--- src/rtl/ascs_pkg.sv ---
// Shared constants, state types and helpers of the asynchronous serial controller.
package ascs_pkg;

	// ----------------------------------------
	// Register offsets (byte addresses)
	// ----------------------------------------
	localparam int ADDR_W = 8;
	localparam logic [7:0] OFF_BAUD_HIGH = 8'hC0;
	localparam logic [7:0] OFF_BAUD_LOW = 8'hC1;
	localparam logic [7:0] OFF_CTRL_ONE = 8'hC2;
	localparam logic [7:0] OFF_CTRL_TWO = 8'hC3;
	localparam logic [7:0] OFF_STAT_ONE = 8'hC4;
	localparam logic [7:0] OFF_STAT_TWO = 8'hC5;
	localparam logic [7:0] OFF_DATA_HIGH = 8'hC6;
	localparam logic [7:0] OFF_DATA_LOW = 8'hC7;

	// ----------------------------------------
	// Field positions
	// ----------------------------------------
	// Control one.
	localparam int B_NINE_BIT = 4;
	localparam int B_QUIET_LONG = 2;
	localparam int B_PARITY_ON = 1;
	localparam int B_PARITY_ODD = 0;
	// Control two.
	localparam int B_TX_EMPTY_IE = 7;
	localparam int B_TX_DONE_IE = 6;
	localparam int B_RX_IE = 5;
	localparam int B_QUIET_IE = 4;
	localparam int B_TX_ON = 3;
	localparam int B_RX_ON = 2;
	localparam int B_RX_SLEEP = 1;
	localparam int B_BREAK = 0;
	// Status two and data high.
	localparam int B_HALT_WAIT = 7;
	localparam int B_RX_ACTIVE = 0;
	localparam int B_RX_NINTH = 7;
	localparam int B_TX_NINTH = 6;

	// ----------------------------------------
	// Reset values and counts
	// ----------------------------------------
	localparam logic [7:0] CTRL_ONE_RST = 8'h00;
	localparam logic [7:0] CTRL_TWO_RST = 8'h00;
	localparam logic [12:0] DIVISOR_RST = 13'h0000;
	localparam logic [3:0] PHASE_LAST = 4'hF;
	// Receive sample phases hold (phase number - 1): phases 8, 9 and 10 are mid-bit.
	localparam logic [3:0] PHASE_SAMPLE_A = 4'h7;
	localparam logic [3:0] PHASE_SAMPLE_B = 4'h8;
	localparam logic [3:0] PHASE_DECIDE = 4'h9;
	localparam logic [3:0] FRAME_LEN_EIGHT = 4'hA;
	localparam logic [3:0] FRAME_LEN_NINE = 4'hB;

	// Receiver front-end states.
	typedef enum logic [1:0] {
		RX_HUNT = 2'b00,
		RX_START = 2'b01,
		RX_DATA = 2'b10
	} ascs_rx_state_e;

	// Parity bit that completes the given ones count to even (odd = 0) or odd (odd = 1).
	function automatic logic parityBit(input logic [8:0] data, input logic odd);
		parityBit = (^data) ^ odd;
	endfunction

endpackage

--- src/rtl/ascs_sync2.sv ---
// Two-flop synchroniser for levels arriving from outside the clock domain.
`timescale 1ns/10ps
module ascs_sync2 #(
	parameter int WIDTH = 1,
	parameter logic [WIDTH-1:0] RESET_VAL = '1
) (
	input wire logic mclk,
	input wire logic rst,
	input wire logic [WIDTH-1:0] asyncIn,
	output logic [WIDTH-1:0] syncOut
);

	// Refuse a width that makes no vector.
	if (WIDTH < 1) begin : g_bad
		$error("ascs_sync2: WIDTH must be at least one");
	end

	// First stage, read only by the second stage.
	logic [WIDTH-1:0] stageOne;

	// ----------------------------------------
	// Synchroniser chain
	// ----------------------------------------
	// Both stages reset to the idle level so the receiver sees a quiet line.
	always_ff @(posedge mclk) begin
		if (rst) begin
			stageOne <= RESET_VAL;
			syncOut <= RESET_VAL;
		end else begin
			stageOne <= asyncIn;
			syncOut <= stageOne;
		end
	end

endmodule

--- src/rtl/ascs_baud_gen.sv ---
// Modulus counter that makes the sixteen-times-baud sample tick.
`timescale 1ns/10ps
module ascs_baud_gen #(
	parameter int DIV_W = 13
) (
	input wire logic mclk,
	input wire logic rst,
	input wire logic [DIV_W-1:0] divisor,
	input wire logic run,
	output logic tick
);

	// The counter must hold at least a divide-by-two.
	if (DIV_W < 2) begin : g_bad
		$error("ascs_baud_gen: DIV_W must be at least two");
	end

	// Cycles counted since the last tick.
	logic [DIV_W-1:0] count;

	// ----------------------------------------
	// Divider
	// ----------------------------------------
	// A zero divisor or a stopped run clears the counter, so no tick leaves.
	always_ff @(posedge mclk) begin
		if (rst) begin
			count <= '0;
			tick <= 1'b0;
		end else if (!run || divisor == '0) begin
			count <= '0;
			tick <= 1'b0;
		end else if (count >= divisor - 1'b1) begin
			count <= '0;
			tick <= 1'b1;
		end else begin
			count <= count + 1'b1;
			tick <= 1'b0;
		end
	end

endmodule

--- src/rtl/ascs_top.sv ---
// Asynchronous serial transceiver: registers, transmitter, receiver and flag logic.
// Function
// - Short idle mode counts ones after start.
// - Long idle mode counts only after stop.
// - Parity generated and checked, even or odd.
// - Enabled flags request the interrupt.
// - Receiver activity in wait requests interrupt.
// - Transmit enable drives pin, queues preamble.
// - Sleep mutes receiver; wake clears it.
// - Break sends zeros; pulse gives one frame.
// - Break finishes current zero frame first.
// - Receive flags cleared by status-then-data read.
// - Transmit flags cleared by status-then-data write.
// - Done flag shows transmitter idle.
// - Buffer-full set when character lands.
// - Idle flag after 10/11 ones, not asleep.
// - Idle flag rearms only after buffer-full.
// - Overrun blocks transfers until cleared.
// - Noise flag with buffer-full, never on overrun.
// - Framing and parity errors flagged.
// - Halt-in-wait stops the baud clock.
// - Activity flag set at phase one, cleared on idle/false start.
// - Ninth bits received and sent, sticky.
// - Eight or nine data bits selectable.
// - LSB first, low start, high stop.
// - Baud = clock / (16 x divisor), low byte loads.
//
// Design decision made here: the plain strobed port.
`timescale 1ns/10ps
module ascs_top
	import ascs_pkg::*;
(
	input wire logic mclk,
	input wire logic rst,
	input wire logic [ascs_pkg::ADDR_W-1:0] addr,
	input wire logic [7:0] wdata,
	input wire logic wrStb,
	input wire logic rdStb,
	output logic [7:0] rdata,
	input wire logic rxPin,
	output logic txPin,
	output logic txPinOeN,
	input wire logic waitMode,
	input wire logic pllSupplyLevel,
	output logic irqReq
);
	import ascs_pkg::*;

	// ----------------------------------------
	// Register storage
	// ----------------------------------------
	logic [7:0] ctrlOne_reg; // Format, idle type and parity selection.
	logic [7:0] ctrlTwo_reg; // Enables, sleep and break.
	logic [12:0] divisor_reg; // Active baud divisor.
	logic [4:0] divHigh_reg; // High divisor bits waiting for the low byte.
	logic haltInWait_reg; // Stop the baud clock in wait mode.
	logic txNinth_reg; // Ninth bit sent with every nine-bit frame while parity is off.
	logic [7:0] txData_reg; // Transmit buffer.
	logic txBufValid_reg; // Transmit buffer holds a character to send.
	logic baudEnabled_reg; // Set once either direction has been enabled.

	// Status flags.
	logic txEmpty_reg;
	logic txDone_reg;
	logic rxFull_reg;
	logic quiet_reg;
	logic overrun_reg;
	logic noise_reg;
	logic frameErr_reg;
	logic parityErr_reg;
	logic rxActive_reg;
	logic [7:0] rxData_reg; // Receive data register.
	logic rxNinth_reg; // Received ninth bit.

	// Acknowledge-sequence bookkeeping.
	logic [5:0] rxSnap_reg; // Receive flags seen at the last status read.
	logic txArm_reg; // Status read seen with a transmit flag set.
	logic quietArmed_reg; // Idle flag may set again.

	// Decoded control bits.
	logic nineBit, quietLong, parityOn, parityOdd, txOn, rxOn, rxSleep, breakSend;
	assign nineBit = ctrlOne_reg[B_NINE_BIT];
	assign quietLong = ctrlOne_reg[B_QUIET_LONG];
	assign parityOn = ctrlOne_reg[B_PARITY_ON];
	assign parityOdd = ctrlOne_reg[B_PARITY_ODD];
	assign txOn = ctrlTwo_reg[B_TX_ON];
	assign rxOn = ctrlTwo_reg[B_RX_ON];
	assign rxSleep = ctrlTwo_reg[B_RX_SLEEP];
	assign breakSend = ctrlTwo_reg[B_BREAK];

	// Bus strobes per register.
	logic wrCtrlTwo, rdStatOne, rdDataLow, wrDataLow;
	assign wrCtrlTwo = wrStb && addr == OFF_CTRL_TWO;
	assign rdStatOne = rdStb && addr == OFF_STAT_ONE;
	assign rdDataLow = rdStb && addr == OFF_DATA_LOW;
	assign wrDataLow = wrStb && addr == OFF_DATA_LOW;

	// Frame length in bits, start and stop included.
	logic [3:0] frameLen;
	assign frameLen = nineBit ? FRAME_LEN_NINE : FRAME_LEN_EIGHT;

	// ----------------------------------------
	// Clocking and input synchronisers
	// ----------------------------------------
	logic rxLine, pllLevel, baudTick, baudRun;

	ascs_sync2 #(.WIDTH(2), .RESET_VAL(2'b11)) u_sync (
		.mclk(mclk),
		.rst(rst),
		.asyncIn({rxPin, pllSupplyLevel}),
		.syncOut({rxLine, pllLevel})
	);

	assign baudRun = baudEnabled_reg && !(haltInWait_reg && waitMode);

	ascs_baud_gen #(.DIV_W(13)) u_baud (
		.mclk(mclk),
		.rst(rst),
		.divisor(divisor_reg),
		.run(baudRun),
		.tick(baudTick)
	);

	// ----------------------------------------
	// Control registers
	// ----------------------------------------
	// The divisor only changes on the low byte, so a half-written value never runs.
	always_ff @(posedge mclk) begin
		if (rst) begin
			ctrlOne_reg <= CTRL_ONE_RST;
			divisor_reg <= DIVISOR_RST;
			divHigh_reg <= '0;
			haltInWait_reg <= 1'b0;
			txNinth_reg <= 1'b0;
			baudEnabled_reg <= 1'b0;
		end else begin
			if (wrStb && addr == OFF_CTRL_ONE) begin
				ctrlOne_reg <= wdata;
			end
			if (wrStb && addr == OFF_BAUD_HIGH) begin
				divHigh_reg <= wdata[4:0];
			end
			if (wrStb && addr == OFF_BAUD_LOW) begin
				divisor_reg <= {divHigh_reg, wdata};
			end
			if (wrStb && addr == OFF_STAT_TWO) begin
				haltInWait_reg <= wdata[B_HALT_WAIT];
			end
			if (wrStb && addr == OFF_DATA_HIGH) begin
				txNinth_reg <= wdata[B_TX_NINTH];
			end
			if (txOn || rxOn) begin
				baudEnabled_reg <= 1'b1;
			end
		end
	end

	// Receiver wake comes from the idle detector below.
	logic quietHit;

	// Control two; hardware clears the sleep bit on wake.
	always_ff @(posedge mclk) begin
		if (rst) begin
			ctrlTwo_reg <= CTRL_TWO_RST;
		end else if (wrCtrlTwo) begin
			ctrlTwo_reg <= wdata;
		end else if (quietHit && rxSleep) begin
			ctrlTwo_reg[B_RX_SLEEP] <= 1'b0;
		end
	end

	// ----------------------------------------
	// Transmitter
	// ----------------------------------------
	logic [3:0] txPhase; // Sample ticks within the current bit.
	logic [9:0] txShift; // Bits still to send, LSB first.
	logic [3:0] txLeft; // Bits still in txShift.
	logic txBusy; // A frame is on the line.
	logic preamblePend; // Idle frame queued by enabling the transmitter.
	logic breakLatch; // Break requested, not yet started.
	logic txBitEdge, breakReq, txLoadData;
	logic [10:0] dataFrame;
	logic [7:0] txChar;
	logic txNinthBit;

	assign txBitEdge = txOn && baudTick && txPhase == PHASE_LAST;
	assign breakReq = breakSend || breakLatch;
	assign txLoadData = txBitEdge && txLeft == '0 && !breakReq && !preamblePend && txBufValid_reg;

	// transmit parity replaces the top data bit
	always_comb begin
		txChar = txData_reg;
		txNinthBit = txNinth_reg;
		if (parityOn && nineBit) begin
			txNinthBit = parityBit({1'b0, txData_reg}, parityOdd);
		end else if (parityOn) begin
			txChar[7] = parityBit({2'b00, txData_reg[6:0]}, parityOdd);
		end
	end

	// stop, data, start; ninth before stop
	assign dataFrame = nineBit ? {1'b1, txNinthBit, txChar, 1'b0} : {2'b11, txChar, 1'b0};

	// Bit sequencer: a new frame is chosen only at a bit edge with nothing left.
	// Break outranks the preamble, which outranks data.
	always_ff @(posedge mclk) begin
		if (rst || !txOn) begin
			txPhase <= '0;
			txShift <= '1;
			txLeft <= '0;
			txBusy <= 1'b0;
			txPin <= 1'b1;
		end else if (baudTick) begin
			txPhase <= txPhase + 1'b1;
			if (txBitEdge && txLeft != '0) begin
				txPin <= txShift[0];
				txShift <= {1'b1, txShift[9:1]};
				txLeft <= txLeft - 1'b1;
			end else if (txBitEdge) begin
				// break ends only on a frame boundary
				if (breakReq) begin
					txPin <= 1'b0;
					txShift <= '0;
					txLeft <= frameLen - 1'b1;
					txBusy <= 1'b1;
				end else if (preamblePend) begin
					txPin <= 1'b1;
					txShift <= '1;
					txLeft <= frameLen - 1'b1;
					txBusy <= 1'b1;
				end else if (txBufValid_reg) begin
					txPin <= dataFrame[0];
					txShift <= dataFrame[10:1];
					txLeft <= frameLen - 1'b1;
					txBusy <= 1'b1;
				end else begin
					txPin <= 1'b1;
					txBusy <= 1'b0;
				end
			end
		end
	end

	// Pin ownership and the queued preamble and break requests.
	always_ff @(posedge mclk) begin
		if (rst) begin
			txPinOeN <= 1'b1;
			preamblePend <= 1'b0;
			breakLatch <= 1'b0;
		end else begin
			txPinOeN <= !txOn;
			if (wrCtrlTwo && wdata[B_TX_ON] && !txOn) begin
				preamblePend <= 1'b1;
			end else if (txBitEdge && txLeft == '0 && !breakReq) begin
				preamblePend <= 1'b0;
			end
			// short pulse still gives one frame
			if (wrCtrlTwo && wdata[B_BREAK]) begin
				breakLatch <= 1'b1;
			end else if (txBitEdge && txLeft == '0 || !txOn) begin
				breakLatch <= 1'b0;
			end
		end
	end

	// Transmit buffer and its flags; a set beats a clear in the same cycle.
	always_ff @(posedge mclk) begin
		if (rst) begin
			txData_reg <= '0;
			txBufValid_reg <= 1'b0;
			txEmpty_reg <= 1'b1;
			txDone_reg <= 1'b1;
			txArm_reg <= 1'b0;
		end else begin
			if (rdStatOne) begin
				txArm_reg <= txEmpty_reg || txDone_reg;
			end else if (wrDataLow) begin
				txArm_reg <= 1'b0;
			end
			// write without status read is dropped
			if (wrDataLow && txArm_reg) begin
				txData_reg <= wdata;
				txBufValid_reg <= 1'b1;
			end else if (txLoadData) begin
				txBufValid_reg <= 1'b0;
			end
			if (txLoadData) begin
				txEmpty_reg <= 1'b1;
			end else if (wrDataLow && txArm_reg) begin
				// clear by status read then data write
				txEmpty_reg <= 1'b0;
			end
			// done while nothing is sent or queued
			if (!txBusy && !txBufValid_reg && !preamblePend && !breakReq) begin
				txDone_reg <= 1'b1;
			end else if (wrDataLow && txArm_reg || txBusy) begin
				txDone_reg <= 1'b0;
			end
		end
	end

	// ----------------------------------------
	// Receiver front end
	// ----------------------------------------
	ascs_rx_state_e rxState;
	logic [3:0] rxPhase; // Sample phase within the bit, phase one is zero.
	logic [3:0] rxBitIdx; // Bit after the start bit being received.
	logic [1:0] rxSmp; // Earlier mid-bit samples.
	logic [8:0] rxFrame; // Assembled data bits.
	logic rxNoiseAcc; // Samples disagreed somewhere in the frame.
	logic [3:0] onesCount; // Consecutive ones in bit times.
	logic rxDecide, rxMaj, rxDisagree, huntBit, isStop, frameEnd, parityBad;

	assign rxMaj = (rxSmp[1] & rxSmp[0]) | (rxSmp[1] & rxLine) | (rxSmp[0] & rxLine);
	assign rxDisagree = !(rxSmp[1] == rxSmp[0] && rxSmp[0] == rxLine);
	assign rxDecide = rxOn && baudTick && rxState != RX_HUNT && rxPhase == PHASE_DECIDE;
	assign isStop = rxState == RX_DATA && rxBitIdx == frameLen - 4'h2;
	assign frameEnd = rxDecide && isStop;
	assign huntBit = rxOn && baudTick && rxState == RX_HUNT && rxLine && rxPhase == PHASE_LAST;
	// received ones plus parity must match the type
	assign parityBad = nineBit ? (parityBit(rxFrame, parityOdd) != 1'b0) :
		(parityBit({1'b0, rxFrame[7:0]}, parityOdd) != 1'b0);

	// Bit timing: search for a falling edge, check the start bit, then collect bits.
	always_ff @(posedge mclk) begin
		if (rst || !rxOn) begin
			rxState <= RX_HUNT;
			rxPhase <= '0;
			rxBitIdx <= '0;
			rxSmp <= '0;
			rxFrame <= '0;
			rxNoiseAcc <= 1'b0;
		end else if (baudTick) begin
			rxPhase <= rxPhase + 1'b1;
			if (rxPhase == PHASE_SAMPLE_A || rxPhase == PHASE_SAMPLE_B) begin
				rxSmp <= {rxSmp[0], rxLine};
			end
			unique case (rxState)
				RX_HUNT: begin
					if (!rxLine) begin
						rxState <= RX_START;
						rxPhase <= 4'h1;
						rxNoiseAcc <= 1'b0;
					end
				end
				RX_START: begin
					if (rxDecide && rxMaj) begin
						rxState <= RX_HUNT;
						rxPhase <= '0;
					end else if (rxDecide) begin
						rxNoiseAcc <= rxDisagree;
					end else if (rxPhase == PHASE_LAST) begin
						rxState <= RX_DATA;
						rxBitIdx <= '0;
					end
				end
				RX_DATA: begin
					if (rxDecide) begin
						rxNoiseAcc <= rxNoiseAcc | rxDisagree;
						if (!isStop) begin
							rxFrame[rxBitIdx] <= rxMaj;
						end else begin
							rxState <= RX_HUNT;
							rxPhase <= '0;
						end
					end else if (rxPhase == PHASE_LAST) begin
						rxBitIdx <= rxBitIdx + 1'b1;
					end
				end
				default: begin
					rxState <= RX_HUNT;
				end
			endcase
		end
	end

	// Idle-line counter of whole bit times at one.
	assign quietHit = huntBit && onesCount == frameLen - 1'b1;
	always_ff @(posedge mclk) begin
		if (rst || !rxOn) begin
			onesCount <= '0;
		end else if (rxDecide) begin
			if (rxState == RX_START || !rxMaj) begin
				onesCount <= '0;
			end else if (isStop && quietLong) begin
				// long mode starts at the stop bit
				onesCount <= 4'h1;
			end else if (!quietLong && onesCount < frameLen) begin
				// short mode counts every one after start
				onesCount <= onesCount + 1'b1;
			end else if (!isStop) begin
				onesCount <= '0;
			end
		end else if (huntBit && onesCount < frameLen) begin
			onesCount <= onesCount + 1'b1;
		end
	end

	// Receiver activity flag.
	always_ff @(posedge mclk) begin
		if (rst || !rxOn) begin
			rxActive_reg <= 1'b0;
		end else if (baudTick && rxState == RX_HUNT && !rxLine) begin
			// set at phase one of the search
			rxActive_reg <= 1'b1;
		end else if (quietHit || rxDecide && rxState == RX_START && rxMaj) begin
			// cleared on idle or false start
			rxActive_reg <= 1'b0;
		end
	end

	// ----------------------------------------
	// Receive flags
	// ----------------------------------------
	logic rxTransfer, rxOverrunEvt;
	logic [5:0] rxClr;
	assign rxTransfer = frameEnd && !rxSleep && !rxFull_reg && !overrun_reg;
	assign rxOverrunEvt = frameEnd && !rxSleep && rxFull_reg;
	// only flags seen at the status read clear
	assign rxClr = (rdDataLow) ? rxSnap_reg : 6'b000000;

	// Each flag: hardware set wins over the acknowledge clear.
	always_ff @(posedge mclk) begin
		if (rst) begin
			rxFull_reg <= 1'b0;
			quiet_reg <= 1'b0;
			overrun_reg <= 1'b0;
			noise_reg <= 1'b0;
			frameErr_reg <= 1'b0;
			parityErr_reg <= 1'b0;
			rxData_reg <= '0;
			rxNinth_reg <= 1'b0;
			rxSnap_reg <= '0;
			quietArmed_reg <= 1'b0;
		end else begin
			if (rdStatOne) begin
				rxSnap_reg <= {rxFull_reg, quiet_reg, overrun_reg, noise_reg, frameErr_reg, parityErr_reg};
			end else if (rdDataLow) begin
				rxSnap_reg <= '0;
			end
			if (rxTransfer) begin
				rxFull_reg <= 1'b1;
				rxData_reg <= rxFrame[7:0];
				rxNinth_reg <= rxFrame[8];
				noise_reg <= rxNoiseAcc | rxDisagree;
				frameErr_reg <= !rxMaj;
				parityErr_reg <= parityOn && parityBad;
			end else begin
				rxFull_reg <= rxFull_reg & ~rxClr[5];
				noise_reg <= noise_reg & ~rxClr[2];
				frameErr_reg <= frameErr_reg & ~rxClr[1];
				parityErr_reg <= parityErr_reg & ~rxClr[0];
			end
			overrun_reg <= rxOverrunEvt | (overrun_reg & ~rxClr[3]);
			if (rxTransfer) begin
				quietArmed_reg <= 1'b1;
			end else if (quietHit && !rxSleep) begin
				quietArmed_reg <= 1'b0;
			end
			quiet_reg <= (quietHit && !rxSleep && quietArmed_reg) | (quiet_reg & ~rxClr[4]);
		end
	end

	// ----------------------------------------
	// Interrupt request
	// ----------------------------------------
	// A sleeping receiver raises no full, overrun or activity request; a held idle flag and the transmit side still may.
	always_ff @(posedge mclk) begin
		if (rst) begin
			irqReq <= 1'b0;
		end else begin
			// activity during wait with supply present
			irqReq <= (ctrlTwo_reg[B_TX_EMPTY_IE] && txEmpty_reg) || (ctrlTwo_reg[B_TX_DONE_IE] && txDone_reg) ||
				(ctrlTwo_reg[B_RX_IE] && !rxSleep && (rxFull_reg || overrun_reg)) ||
				(ctrlTwo_reg[B_QUIET_IE] && quiet_reg) ||
				(ctrlTwo_reg[B_RX_IE] && !rxSleep && waitMode && pllLevel && rxActive_reg);
		end
	end

	// ----------------------------------------
	// Read port
	// ----------------------------------------
	logic [7:0] readMux;
	// Unmapped addresses read as zero; status one writes are ignored.
	// status register has no write path
	always_comb begin
		unique case (addr)
			OFF_BAUD_HIGH: readMux = {3'b000, divisor_reg[12:8]};
			OFF_BAUD_LOW: readMux = divisor_reg[7:0];
			OFF_CTRL_ONE: readMux = ctrlOne_reg;
			OFF_CTRL_TWO: readMux = ctrlTwo_reg;
			OFF_STAT_ONE: readMux = {txEmpty_reg, txDone_reg, rxFull_reg, quiet_reg,
				overrun_reg, noise_reg, frameErr_reg, parityErr_reg};
			OFF_STAT_TWO: readMux = {haltInWait_reg, 6'b000000, rxActive_reg};
			OFF_DATA_HIGH: readMux = {rxNinth_reg, txNinth_reg, 6'b000000};
			OFF_DATA_LOW: readMux = rxData_reg;
			default: readMux = 8'h00;
		endcase
	end

	// Data stand for exactly the cycle after the read strobe.
	always_ff @(posedge mclk) begin
		if (rst) begin
			rdata <= 8'h00;
		end else begin
			rdata <= rdStb ? readMux : 8'h00;
		end
	end

endmodule

--- config.mk ---
export PLATFORM = sky130hd
export DESIGN_NAME = ascs_top
export DESIGN_NICKNAME = d
export VERILOG_FILES = /design/src/rtl/ascs_pkg.sv /design/src/rtl/ascs_sync2.sv /design/src/rtl/ascs_baud_gen.sv /design/src/rtl/ascs_top.sv
export SDC_FILE = /design/constraint.sdc
export NUM_CORES = 1
export LEC_CHECK = 0
export BUFFER_PORTS_ARGS = -buffer_cell sky130_fd_sc_hd__buf_4
export CELL_PAD_IN_SITES_DETAIL_PLACEMENT = 0
export CELL_PAD_IN_SITES_GLOBAL_PLACEMENT = 1
export CORE_ASPECT_RATIO = 0.8
export CORE_UTILIZATION = 43
export DETAILED_ROUTE_END_ITERATION = 7
export PLACE_DENSITY_LB_ADDON = 0.1
export RECOVER_POWER = 25
export SYNTH_ARGS = -nofsm -noshare
export SYNTH_HDL_FRONTEND = slang
export SYNTH_HIERARCHICAL = 1
export SYNTH_SLANG_ARGS = --single-unit
export TNS_END_PERCENT = 10
--- constraint.sdc ---
create_clock -name mclk -period 2.7 [get_ports mclk]
set_clock_uncertainty 0.15 [all_clocks]
set_input_delay 0.405 -clock mclk [delete_from_list [all_inputs] [get_ports mclk]]
set_output_delay 0.405 -clock mclk [all_outputs]
set_load 0.02 [all_outputs]
---- Word level (Yosys, flattened, before mapping) ----
Index checks and enable logic that the tools add are counted.
word-level totals
  register bits ........................... 148
  latch bits .............................. 0
  bits in writable memories ............... 0
  bits in read-only memories .............. 0
  input bits .............................. 23
  output and inout port bits .............. 11
  logic and storage cells ................. 323
  memories ................................ 0
cells by class
  add/sub/neg operators ................... 9
  multipliers ............................. 0
  divide/modulo/power cells ............... 0
  $lt $le $gt $ge ......................... 4
  equal/unequal tests ..................... 31
  shift-type cells ........................ 0
  muxes and demuxes ....................... 79
  bitwise operators ....................... 27
  reduce and logical (&&, ||, !) cells .... 128
operators by type and width
  operator                                             number
  2-to-1 mux 4 bit                                     20
  == test 8 bit (second input constant)                8
  case mux 8 bit (8 select lines)                      1
  logical AND 1 bit                                    61
  2-to-1 mux 10 bit                                    6
  2-to-1 mux 1 bit                                     37
  XOR reduction 9 bit                                  4
  nonzero test 2 bit                                   12
  2-to-1 mux 6 bit                                     3
  adder 4 x 1 -> 4 bit (second input constant)         4
  == test 4 bit (second input constant)                4
  logical OR 1 bit                                     16
  inequality test 2 bit (second input constant)        8
  zero test 1 bit                                      15
  adder 13 x 1 -> 13 bit (second input constant)       1
  greater-or-equal comparator 13 bit                   1
  zero test 13 bit                                     1
  subtractor 13 x 1 -> 13 bit (second input constant)  1
  2-to-1 mux 2 bit                                     6
  case mux 4 bit (3 select lines)                      1
  AND reduction 6 bit                                  2
  bitwise AND 1 bit                                    9
  bitwise mux 9 bit                                    1
  NOT 1 bit                                            9
  29 further kinds                                     47

---- Longest topological paths before layout ----
Gate-level depths: netlist of the first run.
  depth in word-level cells ............... 10
  mapped depth ............................ 12
  gate-level depth less buffers ........... 11

---- Cells and area by module ----
Netlist of the first run, hierarchy kept.
by module, submodules not included
  module         times used  cells an instance  area an instance (um2)  seq. area each (um2)
  ascs_top       1           679                6135.9                  2602.5
  ascs_baud_gen  1           140                1162.4                  280.3
  ascs_sync2     1           8                  105.1                   80.1

---- Worst setup path before layout of the first run ----
Ideal clock, no wire load.
  kind .................................... register -> register
  start ................................... register divisor_reg[7]
  end ..................................... register u_baud.count[10]
  setup time .............................. 0.114 ns
  data arrival time ....................... 2.388 ns
  required time ........................... 2.436 ns
  path slack .............................. 0.048 ns
  stages on the path, launching flop included .. 12
  buffers on the path ..................... 1
  period minus slack after synthesis ...... 2.652 ns
  cells stage by stage .................... dfxtp_1 > or4_4 > nor2_4 > nand3_1 > xnor2_1 > ha_1 > nand4_1 > nor4_1 > nor3_1 > o211ai_1 > buf_4 > nor2_1
on the way
  longest elaborated chain between the ends .. 3
  elaborated cells between the ends (all ways) .. 5
  those cells by class .................... add/sub: 1; order compare: 1; reduce/logical: 3
RTL lines
  element                                                                 RTL line                                  text
  start, declared                                                         ascs_top.sv:54                            logic [12:0] divisor_reg;
  start signal, assigned                                                  ascs_top.sv:144                           divisor_reg <= {divHigh_reg, wdata};
  subtractor 13 x 1 -> 13 bit or zero test 13 bit (tied branches)         ascs_baud_gen.sv:32, ascs_baud_gen.sv:29
  greater-or-equal comparator 13 bit or logical OR 1 bit (tied branches)  ascs_baud_gen.sv:32, ascs_baud_gen.sv:29
  OR reduction 3 bit (no source line) (*)                                 --
  end signal, assigned                                                    ascs_baud_gen.sv:36                       count <= count + 1'b1;
  end, declared                                                           ascs_baud_gen.sv:19                       logic [DIV_W-1:0] count;
Every way passes the cells marked *; elsewhere a longest branch is shown, timed or not.
A chain may end at the register's enable or synchronous reset.

---- Worst setup path in the final report of the first run ----
  start ................................... register divisor_reg[7]
  end ..................................... register u_baud.count[0]
Same word-level chain as after synthesis.

==> impl_metrics.csv, run 1 <==
group,metric,value,unit
status,outcome,"finished, final reports clean",
worst_setup_path,required,2.85,ns
global_route,grt_overflow_total,0,
worst_setup_path,timing_worst_setup_path_type,"register to register",
finish,commonest_cells_after_routing_fill_and_taps_aside,"148 x sky130_fd_sc_hd__dfxtp_1, 124 x sky130_fd_sc_hd__nor2_1, 62 x sky130_fd_sc_hd__nand2_1",
cts,cts.sink_count,148,
synthesis,synth_mux_area_share,9.35,%
power_and_ir_drop,power.switching_fraction,23.0,%
drt,post_dr_vias_cell,5.55,
timing,achievable-frequency,372,MHz
power_and_ir_drop,p_per_area,520,nW/um^2
finish,fin_nets,939,
drt,wl,19500,um
floorplanning,design.portCount,34,
global_route,overall_track_demand_over_capacity_in_global_routing,23.0,%
synthesis,postSynthCellCount,827,
timing,slew-limit-headroom,23.9,%
worst_setup_path,crit_family,"simple AND/OR/NAND/NOR gates",
power_and_ir_drop,ir_worst_vdd,403,uV
timing,period_minus_slack,2.69,ns
drt,antenna_left,0,
global_route,antenna_violations_before_repair,0,
worst_setup_path,critPathMaxFanout,5,
power_and_ir_drop,pwr-share-seq,49.0,%
synthesis,synth.cell_area,7400,um^2
floorplanning,dieWidth,149,um
synthesis,post_synth_and_or_nand_nor_area_fraction,22.2,%
power_and_ir_drop,net-switching-power,1.03,mW
cts,cts_buf_count,17,
cts,worstSkewPairLatency,0.42,ns
synthesis,xor_and_xnor_area_share_after_synthesis,5.32,%
worst_setup_path,worst_setup_path_start_kind,"register",
worst_setup_path,critical-path-slowest-cell,"sky130_fd_sc_hd__or4_4",
place,detailed_place.area,8050,um^2
finish,fin_cells,1113,
drt,m1WireLength,10200,um
timing,setup_viol_count_final,0,
timing,final_critical_path_setup_slack,0.0106,ns
place,dp_slack,-0.0103,ns
cts,post_cts.repair.setup_buffers,0,
finish,antenna-diode-count,0,
finish,register_area,2960,um^2
finish,n_fill_cell,1594,
drt,drt_first_iter_violations,431,
cts,cts_max_level,4,
place,input_output_buffers,33,
synthesis,synth_seq_area_share,40.0,%
drt,routed_wire_length_per_instance,17.5,um
synthesis,edff_count_synth,0,
hold_path,worstHoldPathType,"primary input to register",
finish,most_common_cell_after_layout_fill_and_taps_aside,"sky130_fd_sc_hd__dfxtp_1",
drt,detail_route.drc_violations,0,
synthesis,synthAdderAreaFrac,5.92,%
floorplanning,dieArea,17700,um^2
floorplanning,initial_core_util,44.3,%
place,place.gp.congestion,0.894,
cts,cts_buffer_depth,2,
synthesis,synth.lib_cells_used.distinct,77,
power_and_ir_drop,fin_total_pwr,4.47,mW
cts,cts_tree,"built",
place,dpl.hpwl,14300,um
timing,grt_setup_unrepaired,"true",
place,placed_cells,1081,
hold_path,holdCritStartpoint,"pllSupplyLevel",
global_route,maximum_number_of_pins_on_one_net_before_global_route_repair,52,
drt,vias,6173,
cts,ctsRootBufferMaster,"sky130_fd_sc_hd__clkbuf_16",
cts,cts.clk_slew.worst_paths,0.06,ns
finish,multiInputGateArea,4260,um^2
synthesis,synth_compound_area_share,14.0,%
drt,first_pass_iters,6,
worst_setup_path,startpoint_of_the_worst_register_to_register_path,"divisor_reg[7]$_SDFFE_PP0P_",
timing,max_slew.worst_pin.slew,1.14,ns
power_and_ir_drop,internal-power,3.44,mW
timing,final.period_utilization,99.6,%
floorplanning,std_cell_rows,42,
timing,timing_max_transition_violations_final,0,
finish,fin_area,8590,um^2
power_and_ir_drop,share_clk_of_total_power,48.4,%
floorplanning,chipHeight,119,um
drt,met3_wirelength,939,um
power_and_ir_drop,power_leakage,3.29,nW
synthesis,synthArstFlopShare,0,%
synthesis,synthFlopType,"sky130_fd_sc_hd__dfxtp_1",
worst_setup_path,timing.critical_path.buf_inv,1,
worst_setup_path,critical_path.endpoint_type,"register",
run,cap_violations,0,
drt,wl_met2,8170,um
floorplanning,floorplan.core_area,16700,um^2
synthesis,yosys_register_bits,148,
synthesis,postSynthNetCount,885,
timing,hold_viol_final,0,
drt,routed.top_layer,"met4",
worst_setup_path,worst-endpoint-arrival,2.84,ns
power_and_ir_drop,power.share.combinational,2.6,%
worst_setup_path,critical_path.cell_chain,"or4_4 -> nor2_4 -> nand3_2 -> xnor2_2 -> ha_1 -> nand4_1 -> a311o_1 -> o211ai_1 -> buf_4 -> nor3b_1",
finish,synthToLayoutAreaGrowth,16.0,%
global_route,grt_first_pass_wirelength,31400,um
worst_setup_path,timing.critical_path.slowest_cell_delay,0.56,ns
finish,finish.utilization,51.4,%
global_route,vias_in_the_first_global_route,5850,
worst_setup_path,crit_start,"divisor_reg[7]$_SDFFE_PP0P_",
finish,layout-drive-gt1-share,14.7,%
synthesis,ys.warnings.count,6,
synthesis,dominant_combinational_cell_family_by_area_after_synthesis,"simple AND/OR/NAND/NOR gates",
synthesis,average_footprint_of_a_synthesized_cell,8.95,um^2
routing by layer:
| layer | up-vias | track usage (%) |
|---|---|---|
| li1 | 3052 | - |
| met1 | 2963 | 34.2 |
| met2 | 141 | 33.4 |
| met3 | 17 | 4.83 |
| met4 | 0 | 5.54 |
| met5 | - | 0 |
Yosys cell counts, types with 4 or more instances:
cell | count | area [um^2]
sky130_fd_sc_hd__nand4_1 | 9 | 56.3
sky130_fd_sc_hd__a21oi_1 | 48 | 240
sky130_fd_sc_hd__dfxtp_1 | 148 | 2960
sky130_fd_sc_hd__buf_1 | 4 | 15.0
sky130_fd_sc_hd__nor3_1 | 19 | 95.1
sky130_fd_sc_hd__a22oi_1 | 14 | 105
sky130_fd_sc_hd__o31ai_1 | 4 | 30.0
sky130_fd_sc_hd__clkbuf_1 | 24 | 90.1
sky130_fd_sc_hd__nor4_1 | 5 | 31.3
sky130_fd_sc_hd__a311oi_1 | 9 | 78.8
sky130_fd_sc_hd__o21ai_0 | 23 | 115
sky130_fd_sc_hd__nand3b_1 | 7 | 52.6
sky130_fd_sc_hd__a211oi_1 | 14 | 105
sky130_fd_sc_hd__nand2_1 | 62 | 233
sky130_fd_sc_hd__nor2b_1 | 15 | 93.8
sky130_fd_sc_hd__nand3_1 | 23 | 115
sky130_fd_sc_hd__or2_1 | 4 | 25.0
sky130_fd_sc_hd__nand2_2 | 7 | 43.8
sky130_fd_sc_hd__nand2b_1 | 11 | 68.8
sky130_fd_sc_hd__nor2_1 | 125 | 469
sky130_fd_sc_hd__and2_1 | 4 | 25.0
sky130_fd_sc_hd__mux2i_1 | 59 | 591
sky130_fd_sc_hd__xnor2_1 | 29 | 254
sky130_fd_sc_hd__mux2_2 | 5 | 56.3
sky130_fd_sc_hd__a221oi_1 | 11 | 96.3
sky130_fd_sc_hd__buf_2 | 7 | 35.0
sky130_fd_sc_hd__inv_1 | 19 | 71.3
sky130_fd_sc_hd__ha_1 | 35 | 438
sky130_fd_sc_hd__xor2_1 | 16 | 140
final timing paths:
check             slack (ns)                            end  depth (start not counted)
setup / recovery        0.01     u_baud/count[0]$_SDFF_PP0_                         10
hold / removal          0.02  u_sync/stageOne[0]$_SDFF_PP1_                          2
setup reg to reg        0.01     u_baud/count[0]$_SDFF_PP0_                         10
hold reg to reg         0.26   u_sync/syncOut[1]$_SDFF_PP1_                          1
cells by family after synthesis:
group | count (synthesis)
adders and majority gates | 35
and+or+nand+nor | 323
DFF | 148
AOI/OAI and AO/OA | 153
muxes | 66
xor gates and xnor gates | 45
buffers and inverters | 57
cell type report:
cell class / instances / share of cell area (%)
clock buffer: 19 / 5.27
inverter: 20 / 0.874
timing repair buffer: 72 / 5.65
sequential: 148 / 34.5
multi-input combinational: 622 / 49.5
tap: 220 / 3.20
clock inverter: 12 / 0.976
worst reg2reg max path, delay by kind of cell (launching register included):
kind / cells / cell delay [ns]
compound gates: 2 / 0.48
xor+xnor: 1 / 0.15
fa+ha+maj: 1 / 0.29
buf+inv: 1 / 0.21
flops: 1 / 0.31
simple gates: 5 / 0.97
power by group through the flow:
stage / logic (mW) / registers (mW) / clock network [mW]
finish: 0.115 / 2.19 / 2.16
global route: 0.124 / 2.19 / 2.31
CTS: 0.116 / 2.19 / 2.21
detailed placement: 0.116 / 2.24 / 0
global placement: 0.115 / 2.24 / 0
floorplan: 0.0602 / 2.24 / 0
through the flow:
stage / setup TNS (ns) / hold slack (ns)
after floorplan: 0 / 0.233
after global placement: 0 / 0.245
after detailed placement: -0.0261 / 0.239
after CTS: 0 / 0.000707
after global routing: -1.40 / 0.00403
final: 0 / 0.0194
repair_timing:
item                       CTS  global route
pin swaps                    2             3
setup endpoints to repair    9            14
hold buffers                 0             0
gates cloned                 1             0
resized for setup            2             8
No activity file was read; power rests on OpenSTA's default activity.
==> run 2: changes to the inputs <==
Settings changed: CTS_CLUSTER_DIAMETER from default to 40, MAX_ROUTING_LAYER from default to met4.
==> run 2 against run 1 <==
Against the previous run:
- the flow now finishes with violations (DRC)
- non-clock buffer count stayed put
- global-route usage is 0.66 points higher
- total power shrank 0.14%
- sequential power is essentially flat
- utilization stayed put
- cell count stayed put
- wire length fell by 0.36%
- first-iteration DRC count shrank 0.70%
- register-to-register slack about the same
- critical endpoint unchanged
- highest routed layer unchanged
==> impl_metrics.csv, run 2 (same netlist as run 1, synthesis figures left out) <==
group,metric,value,unit
drt,drt_first_iter_violations,428,
cts,cts_buf_count,17,
worst_setup_path,crit_start,"divisor_reg[7]$_SDFFE_PP0P_",
worst_setup_path,required,2.85,ns
timing,setup-tns-final,0,ns
worst_setup_path,crit_family,"simple AND/OR/NAND/NOR gates",
timing,achievable-frequency,371,MHz
finish,antenna-diode-count,0,
timing,final.period_utilization,99.7,%
worst_setup_path,timing_worst_setup_path_type,"register to register",
global_route,antenna_violations_before_repair,0,
drt,post_dr_vias_cell,5.54,
finish,finish.utilization,51.4,%
floorplanning,std_cell_rows,42,
place,dpl.hpwl,14300,um
floorplanning,initial_core_util,44.3,%
cts,worstSkewPairLatency,0.42,ns
floorplanning,chipHeight,119,um
worst_setup_path,timing.critical_path.slowest_cell_delay,0.57,ns
worst_setup_path,timing.critical_path.buf_inv,1,
worst_setup_path,rrSetupSlack,0.008,ns
run,cap_violations,0,
power_and_ir_drop,fin_total_pwr,4.46,mW
cts,post_cts.repair.setup_buffers,0,
drt,vias,6168,
global_route,grt_overflow_total,0,
timing,timing_max_transition_violations_final,0,
timing,max_slew.worst_pin.slew,1.12,ns
place,placed_cells,1081,
timing,period_minus_slack,2.69,ns
worst_setup_path,critical_path.cell_chain,"or4_4 -> nor2_4 -> nand3_2 -> xnor2_2 -> ha_1 -> nand4_1 -> a311o_1 -> o211ai_1 -> buf_4 -> nor3b_1",
floorplanning,floorplan.core_area,16700,um^2
global_route,maximum_number_of_pins_on_one_net_before_global_route_repair,52,
hold_path,worstHoldPathType,"primary input to register",
worst_setup_path,critical-path-slowest-cell,"sky130_fd_sc_hd__or4_4",
cts,cts.sink_count,148,
finish,fin_cells,1113,
cts,cts_max_level,4,
status,outcome,"finished, violations left",
timing,grt_setup_unrepaired,"true",
timing,timing.hold.ws,0.0186,ns
worst_setup_path,r2r_cells,10,
drt,first_pass_iters,8,
drt,routed_wire_length_per_instance,17.5,um
floorplanning,design.portCount,34,
worst_setup_path,worst_setup_path_start_kind,"register",
floorplanning,dieArea,17700,um^2
cts,cts-hold-fix-buffers,0,
finish,multiInputGateArea,4260,um^2
drt,detail_route.drc_violations,1,
finish,commonest_cells_after_routing_fill_and_taps_aside,"148 x sky130_fd_sc_hd__dfxtp_1, 124 x sky130_fd_sc_hd__nor2_1, 62 x sky130_fd_sc_hd__nand2_1",
power_and_ir_drop,p_per_area,519,nW/um^2
cts,cts_buffer_depth,2,
timing,setup_viol_count_final,0,
finish,register_area,2960,um^2
hold_path,holdCritStartpoint,"pllSupplyLevel",
worst_setup_path,startpoint_of_the_worst_register_to_register_path,"divisor_reg[7]$_SDFFE_PP0P_",
power_and_ir_drop,ir_worst_vdd,402,uV
finish,n_fill_cell,1594,
timing,slew-limit-headroom,25.1,%
status,violations,"DRC",
drt,antenna_left,0,
place,place.gp.congestion,0.909,
global_route,vias_in_the_first_global_route,5847,
floorplanning,dieWidth,149,um
cts,ctsRootBufferMaster,"sky130_fd_sc_hd__clkbuf_16",
global_route,overall_track_demand_over_capacity_in_global_routing,23.7,%
place,input_output_buffers,33,
drt,wl,19500,um
finish,fin_nets,939,
worst_setup_path,critical_path.endpoint_type,"register",
finish,layout-drive-gt1-share,14.7,%
cts,cts.clk_slew.worst_paths,0.06,ns
hold_path,worstHoldPathCells,2,
power_and_ir_drop,power_leakage,3.29,nW
worst_setup_path,critPathMaxFanout,5,
worst_setup_path,reg2reg_to,"u_baud/count[0]$_SDFF_PP0_",
finish,synthToLayoutAreaGrowth,16.0,%
finish,most_common_cell_after_layout_fill_and_taps_aside,"sky130_fd_sc_hd__dfxtp_1",
worst_setup_path,worst-endpoint-arrival,2.85,ns
timing,hold_viol_final,0,
global_route,grt_first_pass_wirelength,31300,um
cts,cts_tree,"built",
hold_path,min_delay_worst_endpoint,"u_sync/stageOne[0]$_SDFF_PP1_",
## run 2: per-layer routing
metal,vias to the layer above,wire [um],track usage (%)
met5,-,0,-
met3,18,927,4.83
li1,3044,-,-
met4,0,204,5.54
met1,2966,10100,34.1
met2,140,8210,33.5
## run 2: final cells by class
type	instances	share of cell area (%)
Multi-Input combinational cell	622	49.5
Sequential cell	148	34.5
Timing Repair Buffer	72	5.65
Clock buffer	19	5.27
Tap cell	220	3.20
Clock inverter	12	0.976
Inverter	20	0.874
## run 2: report_power, final
group	internal, mW	leakage, nW	total, mW	switching, mW
sequential	2.19	1.19	2.19	0.00267
clock	1.21	0.241	2.15	0.942
combinational	0.0400	1.85	0.115	0.0754
## run 2: metrics by stage
stage | cell area [um^2] | setup WS [ns]
4_1_cts | 8600 | 0.0235
2_1_floorplan | 7400 | 0.0483
3_3_place_gp | 8050 | 0.0475
6_report | 8590 | 0.00765
3_5_place_dp | 8050 | -0.0103
5_1_grt | 8590 | -0.127
## run 2: worst max-delay path by stage
| stage | endpoint | slack (ns) | cells past startpoint |
|---|---|---|---|
| 2_1_floorplan | u_baud/count[10]$_SDFF_PP0_ | 0.05 | 11 |
| 3_3_place_gp | u_baud/count[0]$_SDFF_PP0_ | 0.05 | 11 |
| 4_1_cts | u_baud/count[0]$_SDFF_PP0_ | 0.02 | 12 |
| 6_report | u_baud/count[0]$_SDFF_PP0_ | 0.008 | 10 |
| 5_1_grt | u_baud/count[2]$_SDFF_PP0_ | -0.13 | 10 |
| 3_5_place_dp | u_baud/count[0]$_SDFF_PP0_ | -0.01 | 11 |
## run 2: worst reg2reg max path: cells and delay by family, from the launching register on
family	cells	cell delay [ns]
AND/OR/NAND/NOR	5	0.98
AO/OA/AOI/OAI	2	0.48
flip-flops	1	0.32
adder cells (fa/ha/maj)	1	0.29
buffers and inverters	1	0.21
XOR/XNOR	1	0.14
## run 2: repair_timing
item	CTS	global route
resized for setup	2	8
pin swaps	2	3
cloned	1	0
setup endpoints to repair	9	14
==> run 3: changes to the inputs <==
Settings changed: HOLD_SLACK_MARGIN from default to 0.12.
==> run 3 against run 2 <==
Against the previous run:
- the flow now finishes without violations
- wire length up 0.32%
- total power hardly changed
- first-iteration DRC count fell by 1.6%
- global-route usage is essentially flat
- non-clock buffer count grew 2
- register-to-register slack is essentially flat
- cell count rose by 0.18%
- count of clock-buffer cells in the layout is the same
- flip-flop and latch count unchanged
- via count is 0.68% higher
- largest cell class unchanged
- die area stayed put
- largest power group unchanged
- sequential share of layout area is 0.080 points lower
==> impl_metrics.csv, run 3 (same netlist as run 1, synthesis figures left out) <==
group,metric,value,unit
status,outcome,"finished, final reports clean",
finish,synthToLayoutAreaGrowth,16.3,%
timing,hold_viol_final,0,
worst_setup_path,required,2.85,ns
power_and_ir_drop,internal-power,3.44,mW
cts,cts.clk_slew.worst_paths,0.06,ns
power_and_ir_drop,share_clk_of_total_power,48.2,%
finish,fin_area,8610,um^2
worst_setup_path,worst-endpoint-arrival,2.85,ns
cts,cts_tree,"built",
global_route,maximum_number_of_pins_on_one_net_before_global_route_repair,52,
worst_setup_path,rrSetupSlack,0.006,ns
finish,fin_cells,1115,
finish,multiInputGateArea,4260,um^2
power_and_ir_drop,p_per_area,518,nW/um^2
finish,register_area,2960,um^2
cts,ctsRootBufferMaster,"sky130_fd_sc_hd__clkbuf_16",
worst_setup_path,startpoint_of_the_worst_register_to_register_path,"divisor_reg[7]$_SDFFE_PP0P_",
timing,slew-limit-headroom,24.9,%
worst_setup_path,worstSetupEndpoint,"u_baud/count[0]$_SDFF_PP0_",
worst_setup_path,worst_setup_path_start_kind,"register",
worst_setup_path,critical_path.endpoint_type,"register",
drt,post_dr_vias_cell,5.57,
drt,vias,6210,
power_and_ir_drop,pwr-share-seq,49.1,%
floorplanning,initial_core_util,44.3,%
worst_setup_path,critPathMaxFanout,5,
drt,first_pass_iters,5,
finish,antenna-diode-count,0,
cts,cts_buf_count,17,
cts,cts_buffer_depth,2,
floorplanning,std_cell_rows,42,
finish,fin_nets,941,
cts,worstSkewPairLatency,0.42,ns
power_and_ir_drop,net-switching-power,1.02,mW
timing,setup_viol_count_final,0,
drt,drt_first_iter_violations,421,
finish,n_fill_cell,1593,
finish,layout-drive-gt1-share,14.6,%
timing,period_minus_slack,2.69,ns
global_route,grt_first_pass_wirelength,31300,um
worst_setup_path,timing.critical_path.slowest_cell_delay,0.57,ns
timing,max_slew.worst_pin.slew,1.13,ns
worst_setup_path,critical_path.cell_chain,"or4_4 -> nor2_4 -> nand3_2 -> xnor2_2 -> ha_1 -> nand4_1 -> a311o_1 -> o211ai_1 -> buf_4 -> nor3b_1",
place,placed_cells,1081,
finish,most_common_cell_after_layout_fill_and_taps_aside,"sky130_fd_sc_hd__dfxtp_1",
power_and_ir_drop,ir_worst_vdd,399,uV
floorplanning,floorplan.core_area,16700,um^2
timing,final.period_utilization,99.8,%
cts,cts.sink_count,148,
cts,cts_max_level,4,
drt,routed_wire_length_per_instance,17.5,um
place,detailed_place.area,8050,um^2
finish,commonest_cells_after_routing_fill_and_taps_aside,"148 x sky130_fd_sc_hd__dfxtp_1, 124 x sky130_fd_sc_hd__nor2_1, 62 x sky130_fd_sc_hd__nand2_1",
place,input_output_buffers,33,
floorplanning,dieWidth,149,um
timing,achievable-frequency,371,MHz
timing,setup-tns-final,0,ns
floorplanning,design.portCount,34,
global_route,antenna_violations_before_repair,0,
hold_path,holdCritStartpoint,"wdata[6]",
worst_setup_path,r2r_cells,10,
drt,detail_route.drc_violations,0,
worst_setup_path,reg2reg_to,"u_baud/count[0]$_SDFF_PP0_",
worst_setup_path,crit_start,"divisor_reg[7]$_SDFFE_PP0P_",
timing,timing_max_transition_violations_final,0,
power_and_ir_drop,power_leakage,3.29,nW
floorplanning,chipHeight,119,um
hold_path,worstHoldPathType,"primary input to register",
worst_setup_path,timing_worst_setup_path_type,"register to register",
power_and_ir_drop,power.switching_fraction,22.8,%
floorplanning,dieArea,17700,um^2
global_route,grt_overflow_total,0,
timing,grt_setup_unrepaired,"true",
drt,wl,19500,um
drt,antenna_left,0,
place,dpl.hpwl,14300,um
worst_setup_path,critical-path-slowest-cell,"sky130_fd_sc_hd__or4_4",
power_and_ir_drop,power.share.combinational,2.7,%
finish,finish.utilization,51.5,%
run,cap_violations,0,
place,place.gp.congestion,0.909,
global_route,overall_track_demand_over_capacity_in_global_routing,23.6,%
global_route,vias_in_the_first_global_route,5856,
## run 3: cell types whose count changed in the layout (fill, tap and decap cells not counted), sizes merged
cell	change
dlygate4sd3	+2
## run 3: per-layer routing
| metal | share of wire, % | vias to the layer above | GRT usage (%) |
|---|---|---|---|
| li1 | - | 3053 | - |
| met3 | 4.8 | 12 | 4.83 |
| met1 | 52 | 3008 | 34.1 |
| met5 | 0 | - | - |
| met4 | 0.77 | 0 | 5.54 |
| met2 | 42 | 137 | 33.5 |
## run 3: layout make-up
| class | instances | area share, % |
|---|---|---|
| flip-flops and latches | 148 | 34.4 |
| clock buffers | 19 | 5.26 |
| inverters | 20 | 0.872 |
| clock inverters | 12 | 0.974 |
| multi-input cells | 622 | 49.4 |
| repair buffers | 74 | 5.87 |
| well taps | 220 | 3.20 |
## run 3: power groups by stage
stage	clock (mW)	combinational [mW]	sequential, mW
4_1_cts	2.21	0.118	2.19
3_3_place_gp	0	0.115	2.24
6_report	2.15	0.118	2.19
3_5_place_dp	0	0.116	2.24
5_1_grt	2.31	0.127	2.19
2_1_floorplan	0	0.0602	2.24
## run 3: how the worst min path moves through the flow
stage / to / cells after the start
final: ctrlOne_reg[6]$_SDFFE_PP0P_ / 3
after global routing: txNinth_reg$_SDFFE_PP0P_ / 3
after detailed placement: u_sync/syncOut[1]$_SDFF_PP1_ / 1
after global placement: u_sync/syncOut[1]$_SDFF_PP1_ / 1
after CTS: ctrlOne_reg[6]$_SDFFE_PP0P_ / 3
after floorplan: u_sync/syncOut[1]$_SDFF_PP1_ / 1
## run 3: through the flow
step	power, mW	setup WS [ns]	hold slack [ns]
2_1_floorplan	2.30	0.0483	0.233
3_3_place_gp	2.35	0.0475	0.245
3_5_place_dp	2.35	-0.0103	0.239
4_1_cts	4.51	0.0235	0.129
5_1_grt	4.62	-0.127	0.144
6_report	4.46	0.00554	0.148
## run 3: worst max-delay path, delay by kind of cell (launching register included)
family / cells / cell delay, ns
AND/OR/NAND/NOR: 5 / 0.98
adder cells (fa/ha/maj): 1 / 0.29
buffers and inverters: 1 / 0.21
AO/OA/AOI/OAI: 2 / 0.48
XOR/XNOR: 1 / 0.15
flip-flops: 1 / 0.32
## run 3: what timing repair did
| item | CTS | global route |
|---|---|---|
| hold endpoints to repair | 2 | 0 |
| buffers inserted | 0 | 0 |
| gates cloned | 1 | 0 |
| hold buffers | 2 | 0 |
| pin swaps | 2 | 3 |
| setup endpoints to repair | 9 | 14 |
| gates resized for setup | 2 | 8 |
